$ cat src/lcdc_pkg.sv
package lcdc_pkg;

  // Timing of the internal reset command sequence.
  localparam int CLK_PERIOD_NS    = 20;
  localparam int RESET_CMD_NS     = 200;
  localparam int RESET_CMD_CYCLES =
    (RESET_CMD_NS + CLK_PERIOD_NS - 1) / CLK_PERIOD_NS;
  localparam int RESET_CNT_W      = 8;

  // Display RAM geometry and buffering.
  localparam int FIFO_DEPTH = 16;
  localparam int NUM_COLS   = 80;
  localparam int NUM_PAGES  = 4;
  localparam int RAM_WORDS  = NUM_COLS * NUM_PAGES;
  localparam int RAM_AW     = 9;

  // Row end and values after reset.
  localparam logic [6:0] COL_LIMIT      = 7'h50;
  localparam logic [6:0] COL_RST        = 7'h00;
  localparam logic [1:0] PAGE_RST       = 2'h0;
  localparam logic [4:0] START_LINE_RST = 5'h01;
  localparam logic       DISP_ON_RST    = 1'b0;
  localparam logic       STATIC_RST     = 1'b0;
  localparam logic       DUTY4_RST      = 1'b1;
  localparam logic       SEG_NORMAL_RST = 1'b1;

  // Command codes and the bits that must match.
  localparam logic [7:0] CMD_DISPLAY  = 8'hAE;
  localparam logic [7:0] CMD_START    = 8'hC0;
  localparam logic [7:0] CMD_PAGE     = 8'hB8;
  localparam logic [7:0] CMD_COLUMN   = 8'h00;
  localparam logic [7:0] CMD_SEG_DIR  = 8'hA0;
  localparam logic [7:0] CMD_STATIC   = 8'hA4;
  localparam logic [7:0] CMD_DUTY     = 8'hA8;
  localparam logic [7:0] CMD_RMW      = 8'hE0;
  localparam logic [7:0] CMD_END      = 8'hEE;
  localparam logic [7:0] CMD_RESET    = 8'hE2;
  localparam logic [7:0] MASK_BIT0    = 8'hFE;
  localparam logic [7:0] MASK_START   = 8'hE0;
  localparam logic [7:0] MASK_PAGE    = 8'hFC;
  localparam logic [7:0] MASK_COLUMN  = 8'h80;
  localparam logic [7:0] MASK_FULL    = 8'hFF;

  // Status byte bit positions.
  localparam int ST_BUSY_BIT  = 7;
  localparam int ST_ADC_BIT   = 6;
  localparam int ST_OFF_BIT   = 5;
  localparam int ST_RESET_BIT = 4;

  // Host pin vector layout and its idle level.
  localparam int          PIN_W    = 11;
  localparam int          PIN_SEL  = 10;
  localparam int          PIN_RD   = 9;
  localparam int          PIN_WR   = 8;
  localparam logic [10:0] PIN_IDLE = 11'h300;

  typedef enum logic [1:0] {OP_CMD, OP_DATA_WR, OP_DATA_RD} lcdc_op_e;
  typedef enum logic {ST_IDLE, ST_RESET} lcdc_exec_e;

  typedef struct packed {
    lcdc_op_e   op;
    logic [7:0] value;
  } lcdc_req_s;

  typedef struct packed {
    logic       displayActive;
    logic       allCommons;
    logic       duty4;
    logic       segNormal;
    logic       powerSave;
    logic [4:0] startLine;
  } lcdc_drive_s;

endpackage

$ cat src/lcdc_fifo.sv
`timescale 1ns/100ps
module lcdc_fifo #(
  parameter int WIDTH = 10,
  parameter int DEPTH = 16
) (
  input  wire logic             clk,      // System clock.
  input  wire logic             rst,      // Asynchronous reset, high.
  input  wire logic [WIDTH-1:0] inData,   // Word to store.
  input  wire logic             inValid,  // Source offers a word.
  output logic                  inReady,  // Room for a word.
  output logic [WIDTH-1:0]      outData,  // Oldest stored word.
  output logic                  outValid, // A word is stored.
  input  wire logic             outReady  // Sink takes the word.
);

  localparam int AW = $clog2(DEPTH);

  // Pointers wrap by overflow, so only powers of two are served.
  if (DEPTH < 2 || (1 << AW) != DEPTH || WIDTH < 1)
  begin : g_bad_param
    $error("lcdc_fifo: DEPTH must be a power of two >= 2");
  end

  logic [WIDTH-1:0] mem_q [DEPTH];
  logic [AW-1:0]    wrPtr_q;
  logic [AW-1:0]    rdPtr_q;
  logic [AW:0]      count_q;
  logic             push;
  logic             pop;

  // Honest flags come straight from the occupancy count.
  assign inReady  = (count_q != (AW+1)'(DEPTH));
  assign outValid = (count_q != '0);
  assign outData  = mem_q[rdPtr_q];
  assign push     = inValid & inReady;
  assign pop      = outValid & outReady;

  // Storage holds data only, so it needs no reset.
  always_ff @(posedge clk)
  begin
    if (push)
      mem_q[wrPtr_q] <= inData;
  end

  // Pointer and count bookkeeping.
  always_ff @(posedge clk or posedge rst)
  begin
    if (rst)
    begin
      wrPtr_q <= '0;
      rdPtr_q <= '0;
      count_q <= '0;
    end
    else
    begin
      if (push)
        wrPtr_q <= wrPtr_q + 1'b1;
      if (pop)
        rdPtr_q <= rdPtr_q + 1'b1;
      if (push && !pop)
        count_q <= count_q + 1'b1;
      else if (pop && !push)
        count_q <= count_q - 1'b1;
    end
  end

endmodule // lcdc_fifo

$ cat src/lcdc_cmd_decoder.sv
`timescale 1ns/100ps
module lcdc_cmd_decoder
  import lcdc_pkg::*;
#(
  parameter int FIFO_DEPTH_P = FIFO_DEPTH
) (
  input  wire logic        clk,            // System clock, 50 MHz.
  input  wire logic        rst,            // Hardware reset, async, high.
  input  wire logic [7:0]  hostDataIn,     // Host data bus, inbound.
  input  wire logic        cmdDataSelect,  // Low command, high data.
  input  wire logic        rdStrobe_n,     // Host read strobe.
  input  wire logic        wrStrobe_n,     // Host write strobe.
  output logic [7:0]       hostDataOut_q,  // Host data bus, outbound.
  output logic             hostDataOe_n_q, // Low while driving the bus.
  input  wire logic [1:0]  scanPage,       // Drive timing RAM page.
  input  wire logic [6:0]  scanCol,        // Drive timing RAM column.
  output logic [7:0]       scanData_q,     // RAM byte for the scan.
  output lcdc_drive_s      driveCfg_q,     // Drive mode settings.
  output logic             oscOutOe_n_q    // High floats oscillator out.
);

  if (RESET_CMD_CYCLES < 1 || RESET_CMD_CYCLES > 255)
  begin : g_bad_reset
    $error("lcdc_cmd_decoder: reset command length out of range");
  end

  localparam int REQ_W = $bits(lcdc_req_s);

  logic [PIN_W-1:0] pinsRaw;
  logic [PIN_W-1:0] sync1_q;
  logic [PIN_W-1:0] sync2_q;
  logic [PIN_W-1:0] sync3_q;
  logic [PIN_W-1:0] pins_q;
  logic [PIN_W-1:0] pinAgree;
  logic             prevRd_q;
  logic             prevWr_q;
  logic             rdFall;
  logic             rdRise;
  logic             wrRise;
  logic             holdSel_q;
  logic [7:0]       holdByte_q;
  logic             readSel_q;
  lcdc_req_s        fifoIn;
  logic             fifoInValid;
  logic             fifoInReady;
  logic [REQ_W-1:0] fifoOutData;
  logic             fifoOutValid;
  logic             fifoOutReady;
  lcdc_req_s        req;
  lcdc_exec_e       state_q;
  logic [RESET_CNT_W-1:0] resetCnt_q;
  logic             exec;
  logic             isCmd;
  logic             isWr;
  logic             isRd;
  logic             resetting;
  logic             busy;
  logic [7:0]       statusByte;
  logic             displayOn_q;
  logic             staticDrive_q;
  logic             duty4_q;
  logic             segNormal_q;
  logic [4:0]       startLine_q;
  logic [1:0]       page_q;
  logic [6:0]       col_q;
  logic [6:0]       savedCol_q;
  logic             rmw_q;
  logic [7:0]       readLatch_q;
  logic [7:0]       ram_q [RAM_WORDS];
  logic             cDisp, cStart, cPage, cCol, cSeg, cStatic;
  logic             cDuty, cRmw, cEnd, cReset;

  // True when the byte matches the code in every masked bit.
  function automatic logic codeIs(input logic [7:0] b,
                                  input logic [7:0] code,
                                  input logic [7:0] mask);
    return (b & mask) == (code & mask);
  endfunction

  // Column step that stops at the end of the row.
  function automatic logic [6:0] colNext(input logic [6:0] c);
    return (c < COL_LIMIT) ? c + 7'h01 : c;
  endfunction

  // Flat RAM index; used by host access and by the scan port.
  function automatic logic [RAM_AW-1:0] ramIndex(input logic [1:0] p,
                                                 input logic [6:0] c);
    return RAM_AW'(p) * RAM_AW'(NUM_COLS) + RAM_AW'(c);
  endfunction

  // Host pins arrive unsynchronised; a bit moves once stages 2 and 3 agree.
  assign pinsRaw  = {cmdDataSelect, rdStrobe_n, wrStrobe_n, hostDataIn};
  assign pinAgree = ~(sync2_q ^ sync3_q);

  always_ff @(posedge clk or posedge rst)
  begin
    if (rst)
    begin
      sync1_q  <= PIN_IDLE;
      sync2_q  <= PIN_IDLE;
      sync3_q  <= PIN_IDLE;
      pins_q   <= PIN_IDLE;
      prevRd_q <= 1'b1;
      prevWr_q <= 1'b1;
    end
    else
    begin
      sync1_q  <= pinsRaw;
      sync2_q  <= sync1_q;
      sync3_q  <= sync2_q;
      pins_q   <= (pins_q & ~pinAgree) | (sync2_q & pinAgree);
      prevRd_q <= pins_q[PIN_RD];
      prevWr_q <= pins_q[PIN_WR];
    end
  end

  assign rdFall = ~pins_q[PIN_RD] & prevRd_q;
  assign rdRise = pins_q[PIN_RD] & ~prevRd_q;
  assign wrRise = pins_q[PIN_WR] & ~prevWr_q;

  // Data is held while the write strobe is low, since the host may
  // drop it in the same moment it releases the strobe.
  always_ff @(posedge clk or posedge rst)
  begin
    if (rst)
    begin
      holdSel_q  <= 1'b0;
      holdByte_q <= 8'h00;
    end
    else if (!pins_q[PIN_WR])
    begin
      holdSel_q  <= pins_q[PIN_SEL];
      holdByte_q <= pins_q[7:0];
    end
  end

  // Busy covers a running reset and a full queue.
  assign resetting = (state_q == ST_RESET);
  assign busy      = resetting | ~fifoInReady;

  // Status byte; the low nibble always reads zero.
  always_comb
  begin
    statusByte               = 8'h00;
    statusByte[ST_BUSY_BIT]  = busy;
    statusByte[ST_ADC_BIT]   = segNormal_q;
    statusByte[ST_OFF_BIT]   = ~displayOn_q;
    statusByte[ST_RESET_BIT] = resetting;
  end

  // Bus driving: the answer is chosen by the select line at the fall.
  always_ff @(posedge clk or posedge rst)
  begin
    if (rst)
    begin
      hostDataOut_q  <= 8'h00;
      hostDataOe_n_q <= 1'b1;
      readSel_q      <= 1'b0;
    end
    else if (rdFall)
    begin
      hostDataOut_q  <= pins_q[PIN_SEL] ? readLatch_q : statusByte;
      hostDataOe_n_q <= 1'b0;
      readSel_q      <= pins_q[PIN_SEL];
    end
    else if (rdRise)
      hostDataOe_n_q <= 1'b1;
  end

  // Writes are refused while busy; a data read queues its latch refill.
  always_comb
  begin
    fifoInValid  = 1'b0;
    fifoIn.op    = OP_CMD;
    fifoIn.value = 8'h00;
    if (wrRise && !busy)
    begin
      fifoInValid  = 1'b1;
      fifoIn.op    = holdSel_q ? OP_DATA_WR : OP_CMD;
      fifoIn.value = holdByte_q;
    end
    else if (rdRise && readSel_q)
    begin
      fifoInValid  = 1'b1;
      fifoIn.op    = OP_DATA_RD;
    end
  end

  lcdc_fifo #(
    .WIDTH (REQ_W),
    .DEPTH (FIFO_DEPTH_P)
  ) u_fifo (
    .clk      (clk),
    .rst      (rst),
    .inData   (fifoIn),
    .inValid  (fifoInValid),
    .inReady  (fifoInReady),
    .outData  (fifoOutData),
    .outValid (fifoOutValid),
    .outReady (fifoOutReady)
  );

  // One queued request executes per cycle; a reset stalls the queue.
  assign fifoOutReady = (state_q == ST_IDLE);
  assign exec         = fifoOutValid & fifoOutReady;
  assign req          = lcdc_req_s'(fifoOutData);
  assign isCmd        = exec && (req.op == OP_CMD);
  assign isWr         = exec && (req.op == OP_DATA_WR);
  assign isRd         = exec && (req.op == OP_DATA_RD);

  // Command decode; bytes matching nothing leave all state alone.
  assign cDisp   = isCmd && codeIs(req.value, CMD_DISPLAY, MASK_BIT0);
  assign cStart  = isCmd && codeIs(req.value, CMD_START, MASK_START);
  assign cPage   = isCmd && codeIs(req.value, CMD_PAGE, MASK_PAGE);
  assign cCol    = isCmd && codeIs(req.value, CMD_COLUMN, MASK_COLUMN);
  assign cSeg    = isCmd && codeIs(req.value, CMD_SEG_DIR, MASK_BIT0);
  assign cStatic = isCmd && codeIs(req.value, CMD_STATIC, MASK_BIT0);
  assign cDuty   = isCmd && codeIs(req.value, CMD_DUTY, MASK_BIT0);
  assign cRmw    = isCmd && codeIs(req.value, CMD_RMW, MASK_FULL);
  assign cEnd    = isCmd && codeIs(req.value, CMD_END, MASK_FULL);
  assign cReset  = isCmd && codeIs(req.value, CMD_RESET, MASK_FULL);

  // Reset command sequencer.
  always_ff @(posedge clk or posedge rst)
  begin
    if (rst)
    begin
      state_q    <= ST_IDLE;
      resetCnt_q <= '0;
    end
    else
    begin
      case (state_q)
        ST_IDLE:
          if (cReset)
          begin
            state_q    <= ST_RESET;
            resetCnt_q <= RESET_CNT_W'(RESET_CMD_CYCLES - 1);
          end
        ST_RESET:
          if (resetCnt_q == '0)
            state_q <= ST_IDLE;
          else
            resetCnt_q <= resetCnt_q - 1'b1;
        default:
          state_q <= ST_IDLE;
      endcase
    end
  end

  // Mode settings; the reset command leaves these alone.
  always_ff @(posedge clk or posedge rst)
  begin
    if (rst)
    begin
      displayOn_q   <= DISP_ON_RST;
      staticDrive_q <= STATIC_RST;
      duty4_q       <= DUTY4_RST;
      segNormal_q   <= SEG_NORMAL_RST;
    end
    else
    begin
      if (cDisp)
        displayOn_q <= req.value[0];
      if (cStatic)
        staticDrive_q <= req.value[0];
      if (cDuty)
        duty4_q <= req.value[0];
      if (cSeg)
        segNormal_q <= ~req.value[0];
    end
  end

  // Start line and page; the page steers host access only.
  always_ff @(posedge clk or posedge rst)
  begin
    if (rst)
    begin
      startLine_q <= START_LINE_RST;
      page_q      <= PAGE_RST;
    end
    else if (cReset)
    begin
      startLine_q <= START_LINE_RST;
      page_q      <= PAGE_RST;
    end
    else
    begin
      if (cStart)
        startLine_q <= req.value[4:0];
      if (cPage)
        page_q <= req.value[1:0];
    end
  end

  // Column counter and read-modify-write bookkeeping. The page is
  // never touched here, so a full row cannot spill into the next.
  always_ff @(posedge clk or posedge rst)
  begin
    if (rst)
    begin
      col_q      <= COL_RST;
      savedCol_q <= COL_RST;
      rmw_q      <= 1'b0;
    end
    else if (cReset)
    begin
      col_q <= COL_RST;
      rmw_q <= 1'b0;
    end
    else if (cCol)
      col_q <= req.value[6:0];
    else if (cRmw)
    begin
      rmw_q      <= 1'b1;
      savedCol_q <= col_q;
    end
    else if (cEnd)
    begin
      rmw_q <= 1'b0;
      if (rmw_q)
        col_q <= savedCol_q;
    end
    else if (isWr || (isRd && !rmw_q))
      col_q <= colNext(col_q);
  end

  // Display RAM; only host data writes change it.
  always_ff @(posedge clk)
  begin
    if (isWr && col_q < COL_LIMIT)
      ram_q[ramIndex(page_q, col_q)] <= req.value;
  end

  // Output latch refilled after each data read.
  always_ff @(posedge clk or posedge rst)
  begin
    if (rst)
      readLatch_q <= 8'h00;
    else if (isRd)
      readLatch_q <= (col_q < COL_LIMIT) ?
                     ram_q[ramIndex(page_q, col_q)] : 8'h00;
  end

  // Scan port and drive settings for the segment and common timing.
  always_ff @(posedge clk or posedge rst)
  begin
    if (rst)
    begin
      scanData_q   <= 8'h00;
      driveCfg_q   <= '0;
      oscOutOe_n_q <= 1'b0;
    end
    else
    begin
      scanData_q <= (scanCol < COL_LIMIT) ?
                    ram_q[ramIndex(scanPage, scanCol)] : 8'h00;
      driveCfg_q.powerSave     <= staticDrive_q & ~displayOn_q;
      driveCfg_q.displayActive <= displayOn_q | staticDrive_q;
      driveCfg_q.allCommons    <= staticDrive_q;
      driveCfg_q.duty4         <= duty4_q;
      driveCfg_q.segNormal     <= segNormal_q;
      driveCfg_q.startLine     <= startLine_q;
      oscOutOe_n_q             <= staticDrive_q & ~displayOn_q;
    end
  end
endmodule // lcdc_cmd_decoder

$ cat config.mk
export PLATFORM = sky130hd
export DESIGN_NAME = lcdc_cmd_decoder
export DESIGN_NICKNAME = d
export VERILOG_FILES = /design/src/lcdc_pkg.sv /design/src/lcdc_fifo.sv /design/src/lcdc_cmd_decoder.sv
export SDC_FILE = /design/constraint.sdc
export NUM_CORES = 2
export LEC_CHECK = 0
export BUFFER_PORTS_ARGS = -buffer_cell sky130_fd_sc_hd__buf_2
export CAP_MARGIN = 10
export CORE_ASPECT_RATIO = 0.75
export CORE_MARGIN = 1.5
export CORE_UTILIZATION = 65
export CTS_BUF_LIST = sky130_fd_sc_hd__clkbuf_8
export DETAILED_ROUTE_END_ITERATION = 8
export PLACE_DENSITY_LB_ADDON = 0.2
export SETUP_SLACK_MARGIN = 0.5
export SLEW_MARGIN = 20
export SYNTH_ARGS = -nofsm -noshare
export SYNTH_HDL_FRONTEND = slang
export SYNTH_SLANG_ARGS = --single-unit
$ cat constraint.sdc
create_clock -name clk -period 7.6 [get_ports clk]
set_clock_uncertainty 0.05 [all_clocks]
set_input_delay 1.52 -clock clk [delete_from_list [all_inputs] [get_ports clk]]
set_output_delay 1.52 -clock clk [all_outputs]
set_load 0.05 [all_outputs]
* Word-level counts from Yosys, hierarchy flattened
Memories as Yosys holds them, arrays and structs flattened. Index checks and enable logic that the tools add are counted.
Operators by class: divide/modulo/power cells 0, bitwise operators 23, add/subtract/negate cells 8, muxes and demuxes 38, shifts and indexed selects 0, magnitude comparators 2, reductions and logical operators 39, multipliers 2, equal/unequal tests 17
Operator list (number):
- 2-to-1 mux 7 bit | 7
- 2-to-1 mux 8 bit | 6
- == test 7 bit, second input constant | 4
- == test 8 bit, second input constant | 3
- AND 11 bit | 2
- NOT 11 bit | 2
- 2-to-1 mux 5 bit | 4
- logical AND 1 bit | 19
- adder 9 x 7 -> 9 bit | 2
- zero test 8 bit | 2
- case mux 8 bit (2 select lines) | 1
- 2-to-1 mux 1 bit | 15
- less-than comparator 7 bit, second input constant | 2
- bitwise OR 11 bit | 1
- bitwise XOR 11 bit | 1
- multiplier 2 x 3 -> 5 bit, second input constant | 2
- NOT 1 bit | 9
- adder 4 x 1 -> 4 bit, second input constant | 2
- 2-to-1 mux 2 bit | 4
- nonzero test 2 bit | 4
- nonzero test 4 bit | 2
- subtractor 8 x 1 -> 8 bit, second input constant | 1
- adder 7 x 1 -> 7 bit, second input constant | 1
- AND 1 bit | 6
- 21 further kinds | 27
Storage, ports and cells: flip-flop bits (word level) 139, latch bits 0, memory bits (read-only) 0, logic and storage cells 164, bits of input ports 22, memories kept 2, bits in writable memories 2720, output and inout bits 28
Memory list:
- ram_q | words 320, width 8, read ports 2, clocked after Yosys merged registers in 0, wr ports 1, RTL line lcdc_cmd_decoder.sv:69 | logic [7:0] ram_q [RAM_WORDS];
- u_fifo.mem_q | words 16, width 10, read ports 1, clocked after Yosys merged registers in 0, wr ports 1, RTL line lcdc_fifo.sv:24 | logic [WIDTH-1:0] mem_q [DEPTH];

* Logic depth before layout (Yosys ltp)
depth in word-level cells 11, mapped depth 14, gate-level depth less buffers 12

* Cells and area by module
A second synthesis with hierarchy kept.
Second synthesis, totals: cells, all modules 6664, area, all modules 131479.8 um2
Modules (own cells, without submodules):
- lcdc_cmd_decoder | cells an instance 6290, sequential area each 80044.3 um2, instances 1, area each 124533.2 um2
- lcdc_fifo | cells an instance 374, sequential area each 5129.9 um2, instances 1, area each 6946.7 um2

* Worst setup path after synthesis
No wires, ideal clock.
path kind reg2reg, from register u_fifo.rdPtr_q[0], to register col_q[5], arrival 6.821 ns, cell stages (with the launch flop) 13, required time 7.429 ns, period minus slack after synthesis 6.992 ns, setup slack 0.608 ns, buffers on the path 4, setup time 0.121 ns, cells stage by stage dfrtp_1 -> buf_6 -> buf_12 -> buf_12 -> buf_12 -> mux4_1 -> a22oi_1 -> nand2_1 -> and3_1 -> nand3_4 -> mux2_4 -> mux2_4 -> a22o_1
Between the ends: elaborated cells on any way between the ends 26, those cells by class eq/ne: 7; mux: 4; reduce/logical: 14; memory: 1
RTL lines:
- start, declared | RTL line lcdc_fifo.sv:26 | logic [AW-1:0] rdPtr_q;
- start signal, assigned | RTL line lcdc_fifo.sv:59 | rdPtr_q <= rdPtr_q + 1'b1;
- memory (16 x 10 bit) (*)
- net fifoOutData[3] | RTL line lcdc_cmd_decoder.sv:46 | logic [REQ_W-1:0] fifoOutData;
- == test 8 bit | RTL line lcdc_cmd_decoder.sv:77 | return (b & mask) == (code & mask);
- logical AND 1 bit | RTL line lcdc_cmd_decoder.sv:220 | assign cEnd = isCmd && codeIs(req.value, CMD_END, MASK_FULL);
- 2-to-1 mux 7 bit | RTL line lcdc_cmd_decoder.sv:318 | else if (cEnd)
- 2-to-1 mux 7 bit | RTL line lcdc_cmd_decoder.sv:313 | else if (cRmw)
- 2-to-1 mux 7 bit | RTL line lcdc_cmd_decoder.sv:311 | else if (cCol)
- 2-to-1 mux 7 bit | RTL line lcdc_cmd_decoder.sv:306 | else if (cReset)
- end signal, assigned | RTL line lcdc_cmd_decoder.sv:312 | col_q <= req.value[6:0];
- end signal, assigned | RTL line lcdc_cmd_decoder.sv:322 | col_q <= savedCol_q;
- end signal, assigned | RTL line lcdc_cmd_decoder.sv:325 | col_q <= colNext(col_q);
- end, declared | RTL line lcdc_cmd_decoder.sv:65 | logic [6:0] col_q;
Mark *: on every way through the listed nets, which the timed path passes. The rest lies on a longest branch. The select of a mux whose other input is x is not followed. A chain may end at the register's enable or synchronous reset.

* Worst setup path after layout
from register u_fifo.rdPtr_q[1], to memory ram_q[258][1] (enable)
Between the ends: longest elaborated chain between the ends 6
RTL lines:
- memory (16 x 10 bit)
- == test 2 x 1 -> 1 bit | RTL line lcdc_cmd_decoder.sv:208 | assign isWr = exec && (req.op == OP_DATA_WR);
- logical AND 1 bit | RTL line lcdc_cmd_decoder.sv:208
- logical AND 1 bit | RTL line lcdc_cmd_decoder.sv:331 | if (isWr && col_q < COL_LIMIT)
- 2-to-1 mux 1 bit | RTL line lcdc_cmd_decoder.sv:331
- 2-to-1 mux 1 bit (not written as such) | RTL line lcdc_cmd_decoder.sv:332 | ram_q[ramIndex(page_q, col_q)] <= req.value;
- end, declared | RTL line lcdc_cmd_decoder.sv:69
Every way passes these cells.

==> flow_summary.yaml <==
outcome:
  status: "finished clean"
floorplan:
  fp.dieArea_um2: 204000
  die_h_um: 392
  num_io_pins: 50
  core_region_area_um2: 200000
  floorplan.initialDensity_pct: 65.4
  num_rows: 142
  die_x_um: 521
critical_path:
  worst_path_largest_cell_delay_ps: 950
  critPathSlowestCell: "nand3_2"
  start_kind: "register"
  path_buf_inv: 2
  critical_path_class: "register to register"
  end_kind: "register"
  crit_chain: "buf_4, nand3b_1, nand4_1, nand2_1, nor2_2, nand3_2, buf_4, nor2_1"
  r2r_slack_ps: 2160
  worst-path-max-fanout: 21
  critPathArrivalTime_ps: 5980
  crit_family: "simple AND/OR/NAND/NOR gates"
  cp_common_cell: "buf_4"
  cp.required_ps: 8140
synth:
  synth_fp_nets: 6066
  postSynthCellCount: 6018
  synth.largest_area_cell: "edfxtp_1"
  synth_mux_area_share_pct: 29.5
  synth_compound_area_share_pct: 1.04
  yosysSeqAreaShare_pct: 65.1
  ys_types: 77
  synth_edf_count: 2720
  synth_top_cells_by_count: "edfxtp_1 (2,720), mux4_2 (1,643), nor2_1 (378)"
  synth_area_um2: 131000
  yosysTopAreaCellShare_pct: 62.4
  synth.most_common_cell: "edfxtp_1"
  synth.area.top_cells: "edfxtp_1 (62%), mux4_2 (28%), dfrtp_1 (2.4%)"
  avgSynthCellArea_um2: 21.7
  synthSimpleGateAreaFrac_pct: 2.08
  synth_top_flop_cell: "edfxtp_1"
  synth-seq-cells: 2859
  ys.warnings.count: 0
  synth_xor_area_share_pct: 0.187
  synth_top_family_by_area: "multiplexers"
  async_reset_ff_share_pct: 4.86
  synth_fa_ha_area_share_pct: 0.350
routing:
  firstDrtPassIters: 6
  drc_errors: 0
  vias_per_cell: 7.93
  wirelength_um: 383000
  num_vias: 73200
  drt-met1-wl_um: 134000
  post_drt_wl_per_cell_um: 41.5
  met3_wirelength_um: 73800
  wl_met2_um: 161000
  first_iter_violations: 14500
  maxUsedRoutingLayer: "met5"
  ant_nets: 0
cts:
  clock_sinks: 2859
  cts-hold-fix-buffers: 0
  h-tree-depth: 5
  insertion_delay_ps: 1050
  clockBufferDepth: 4
  numCtsBuffers: 426
  ctsResizeCount: 0
  postCtsSetupRepairBufs: 0
  cts_tree: "done"
  path_clk_slew_ps: 60
  root_buffer: "clkbuf_8"
global_routing:
  antenna_found_initial: 20
  grt_pass1_wl_um: 537000
  grt_overflow_total: 0
  grt_max_degree: 193
  track_usage_pct: 38.2
  grt_pass1_vias: 70400
timing:
  min_period_ps: 5440
  slew_headroom_pct: 8.39
  slew_violations: 0
  rsz0062_at_grt: "no"
  clock.fmax_ghz: 0.184
  setup_viol: 0
  finalCritPeriodShare_pct: 71.6
  worst_pin_slew_ps: 1360
  final-hold-violation-count: 0
  final.setup.tns_ps: 0
power_and_ir_drop:
  p_per_area_nw_per_um2: 392
  ir_drop_mv: 0.713
  p_leak_nw: 44.9
placement:
  place_inst: 8442
  place_congestion: 0.982
  numPortBuffers: 49
  hpwl_um: 250000
finish:
  areaGrowthSynthToFinish_pct: 8.92
  final_cells: 9230
  utilization_pct: 71.3
  final_layout_size_suffix_gt1_share_pct: 38.6
  nets: 6256
flow_run:
  cap_violations: 0
worst_hold_path:
  min_path_type: "register to register"
[report_power, final]
part,switching (mW),leakage (nW),internal [mW]
Combinational,14.2,14.0,6.59
Clock,6.11,4.58,5.94
Sequential,0.519,26.3,22.4
Total,20.8,44.9,35.0
[registers in the layout (all words and copies together), names as in the netlist, 5 cells and up, named ones only]
signal,flops
sync3_q,11
col_q,7
savedCol_q,7
driveCfg_q,9
u_fifo.count_q,5
sync2_q,11
readLatch_q,8
resetCnt_q,8
scanData_q,8
holdByte_q,8
ram_q,2560
startLine_q,5
hostDataOut_q,8
sync1_q,11
u_fifo.mem_q,160
[kinds of logic (layout without fill, tap and decap cells)]
group,Yosys count,in the layout
muxes,1746,1746
xor gates and xnor gates,28,28
DFF,2859,2859
AOI/OAI and AO/OA,197,197
and+or+nand+nor,635,635
other,0,11
buffers and inverters,516,1053
adders and majority gates,37,37
[placed cells by master (no fill, tap or decap), types with 40 or more instances in the layout]
| master | instances |
|---|---|
| nand3_1 | 40 |
| nor2_1 | 359 |
| a22oi_1 | 42 |
| clkinv_1 | 104 |
| clkinv_2 | 55 |
| o21ai_0 | 41 |
| edfxtp_1 | 2720 |
| dfrtp_1 | 120 |
| mux4_2 | 1643 |
| buf_4 | 148 |
| inv_1 | 171 |
| mux2i_1 | 52 |
| buf_2 | 46 |
| nand2_1 | 102 |
| clkbuf_8 | 448 |
[metrics by stage]
stage | hold slack [ps] | instance area, um^2 | power (mW) | setup slack [ps]
after floorplan | 281 | 131000 | 35.2 | 608
after global placement | 284 | 134000 | 42.5 | 2200
after detailed placement | 290 | 134000 | 43.1 | 2070
after CTS | 295 | 142000 | 54.8 | 2410
after global routing | 308 | 142000 | 56.9 | 2170
final | 301 | 142000 | 55.8 | 2160
[worst reg2reg max path, cell delays in order (launching register included)]
cell and delay (ps):
dfrtp_1 860, buf_4 430, nand3b_1 180, nand4_1 190, nand2_1 110, nor2_2 800, nand3_2 970, buf_4 530
nor2_1 920
[per-layer routing]
| layer | global-route usage, % | up-vias |
|---|---|---|
| met3 | 18.0 | 853 |
| met2 | 50.4 | 6982 |
| li1 | - | 26800 |
| met4 | 12.1 | 18 |
| met1 | 57.2 | 38600 |
| met5 | 0.640 | - |
[path summary, 6_finish.rpt]
kind | endpoint | from | depth (start not counted)
setup / recovery | ram_q[258][1]$_DFFE_PP_ | u_fifo.rdPtr_q[1]$_DFFE_PP0P_ | 8
hold / removal | sync2_q[2]$_DFF_PP0_ | sync1_q[2]$_DFF_PP0_ | 0
setup reg to reg | ram_q[258][1]$_DFFE_PP_ | u_fifo.rdPtr_q[1]$_DFFE_PP0P_ | 8
hold reg to reg | sync2_q[2]$_DFF_PP0_ | sync1_q[2]$_DFF_PP0_ | 0
max in group asynchronous | col_q[1]$_DFFE_PP0P_ | rst | 3
min in group asynchronous | sync1_q[5]$_DFF_PP0_ | rst | 2
[layout make-up]
type / instances / area, um^2
diodes: 11 / 27.5
inverters: 40 / 164
repair buffers: 238 / 2200
clock buffers: 448 / 6170
well taps: 2664 / 3330
clock inverters: 327 / 1790
multi-input cells: 2643 / 43600
flip-flops and latches: 2859 / 85200
fillers: 11400 / 57400
Note: power is estimated with default switching activity, not from simulation.
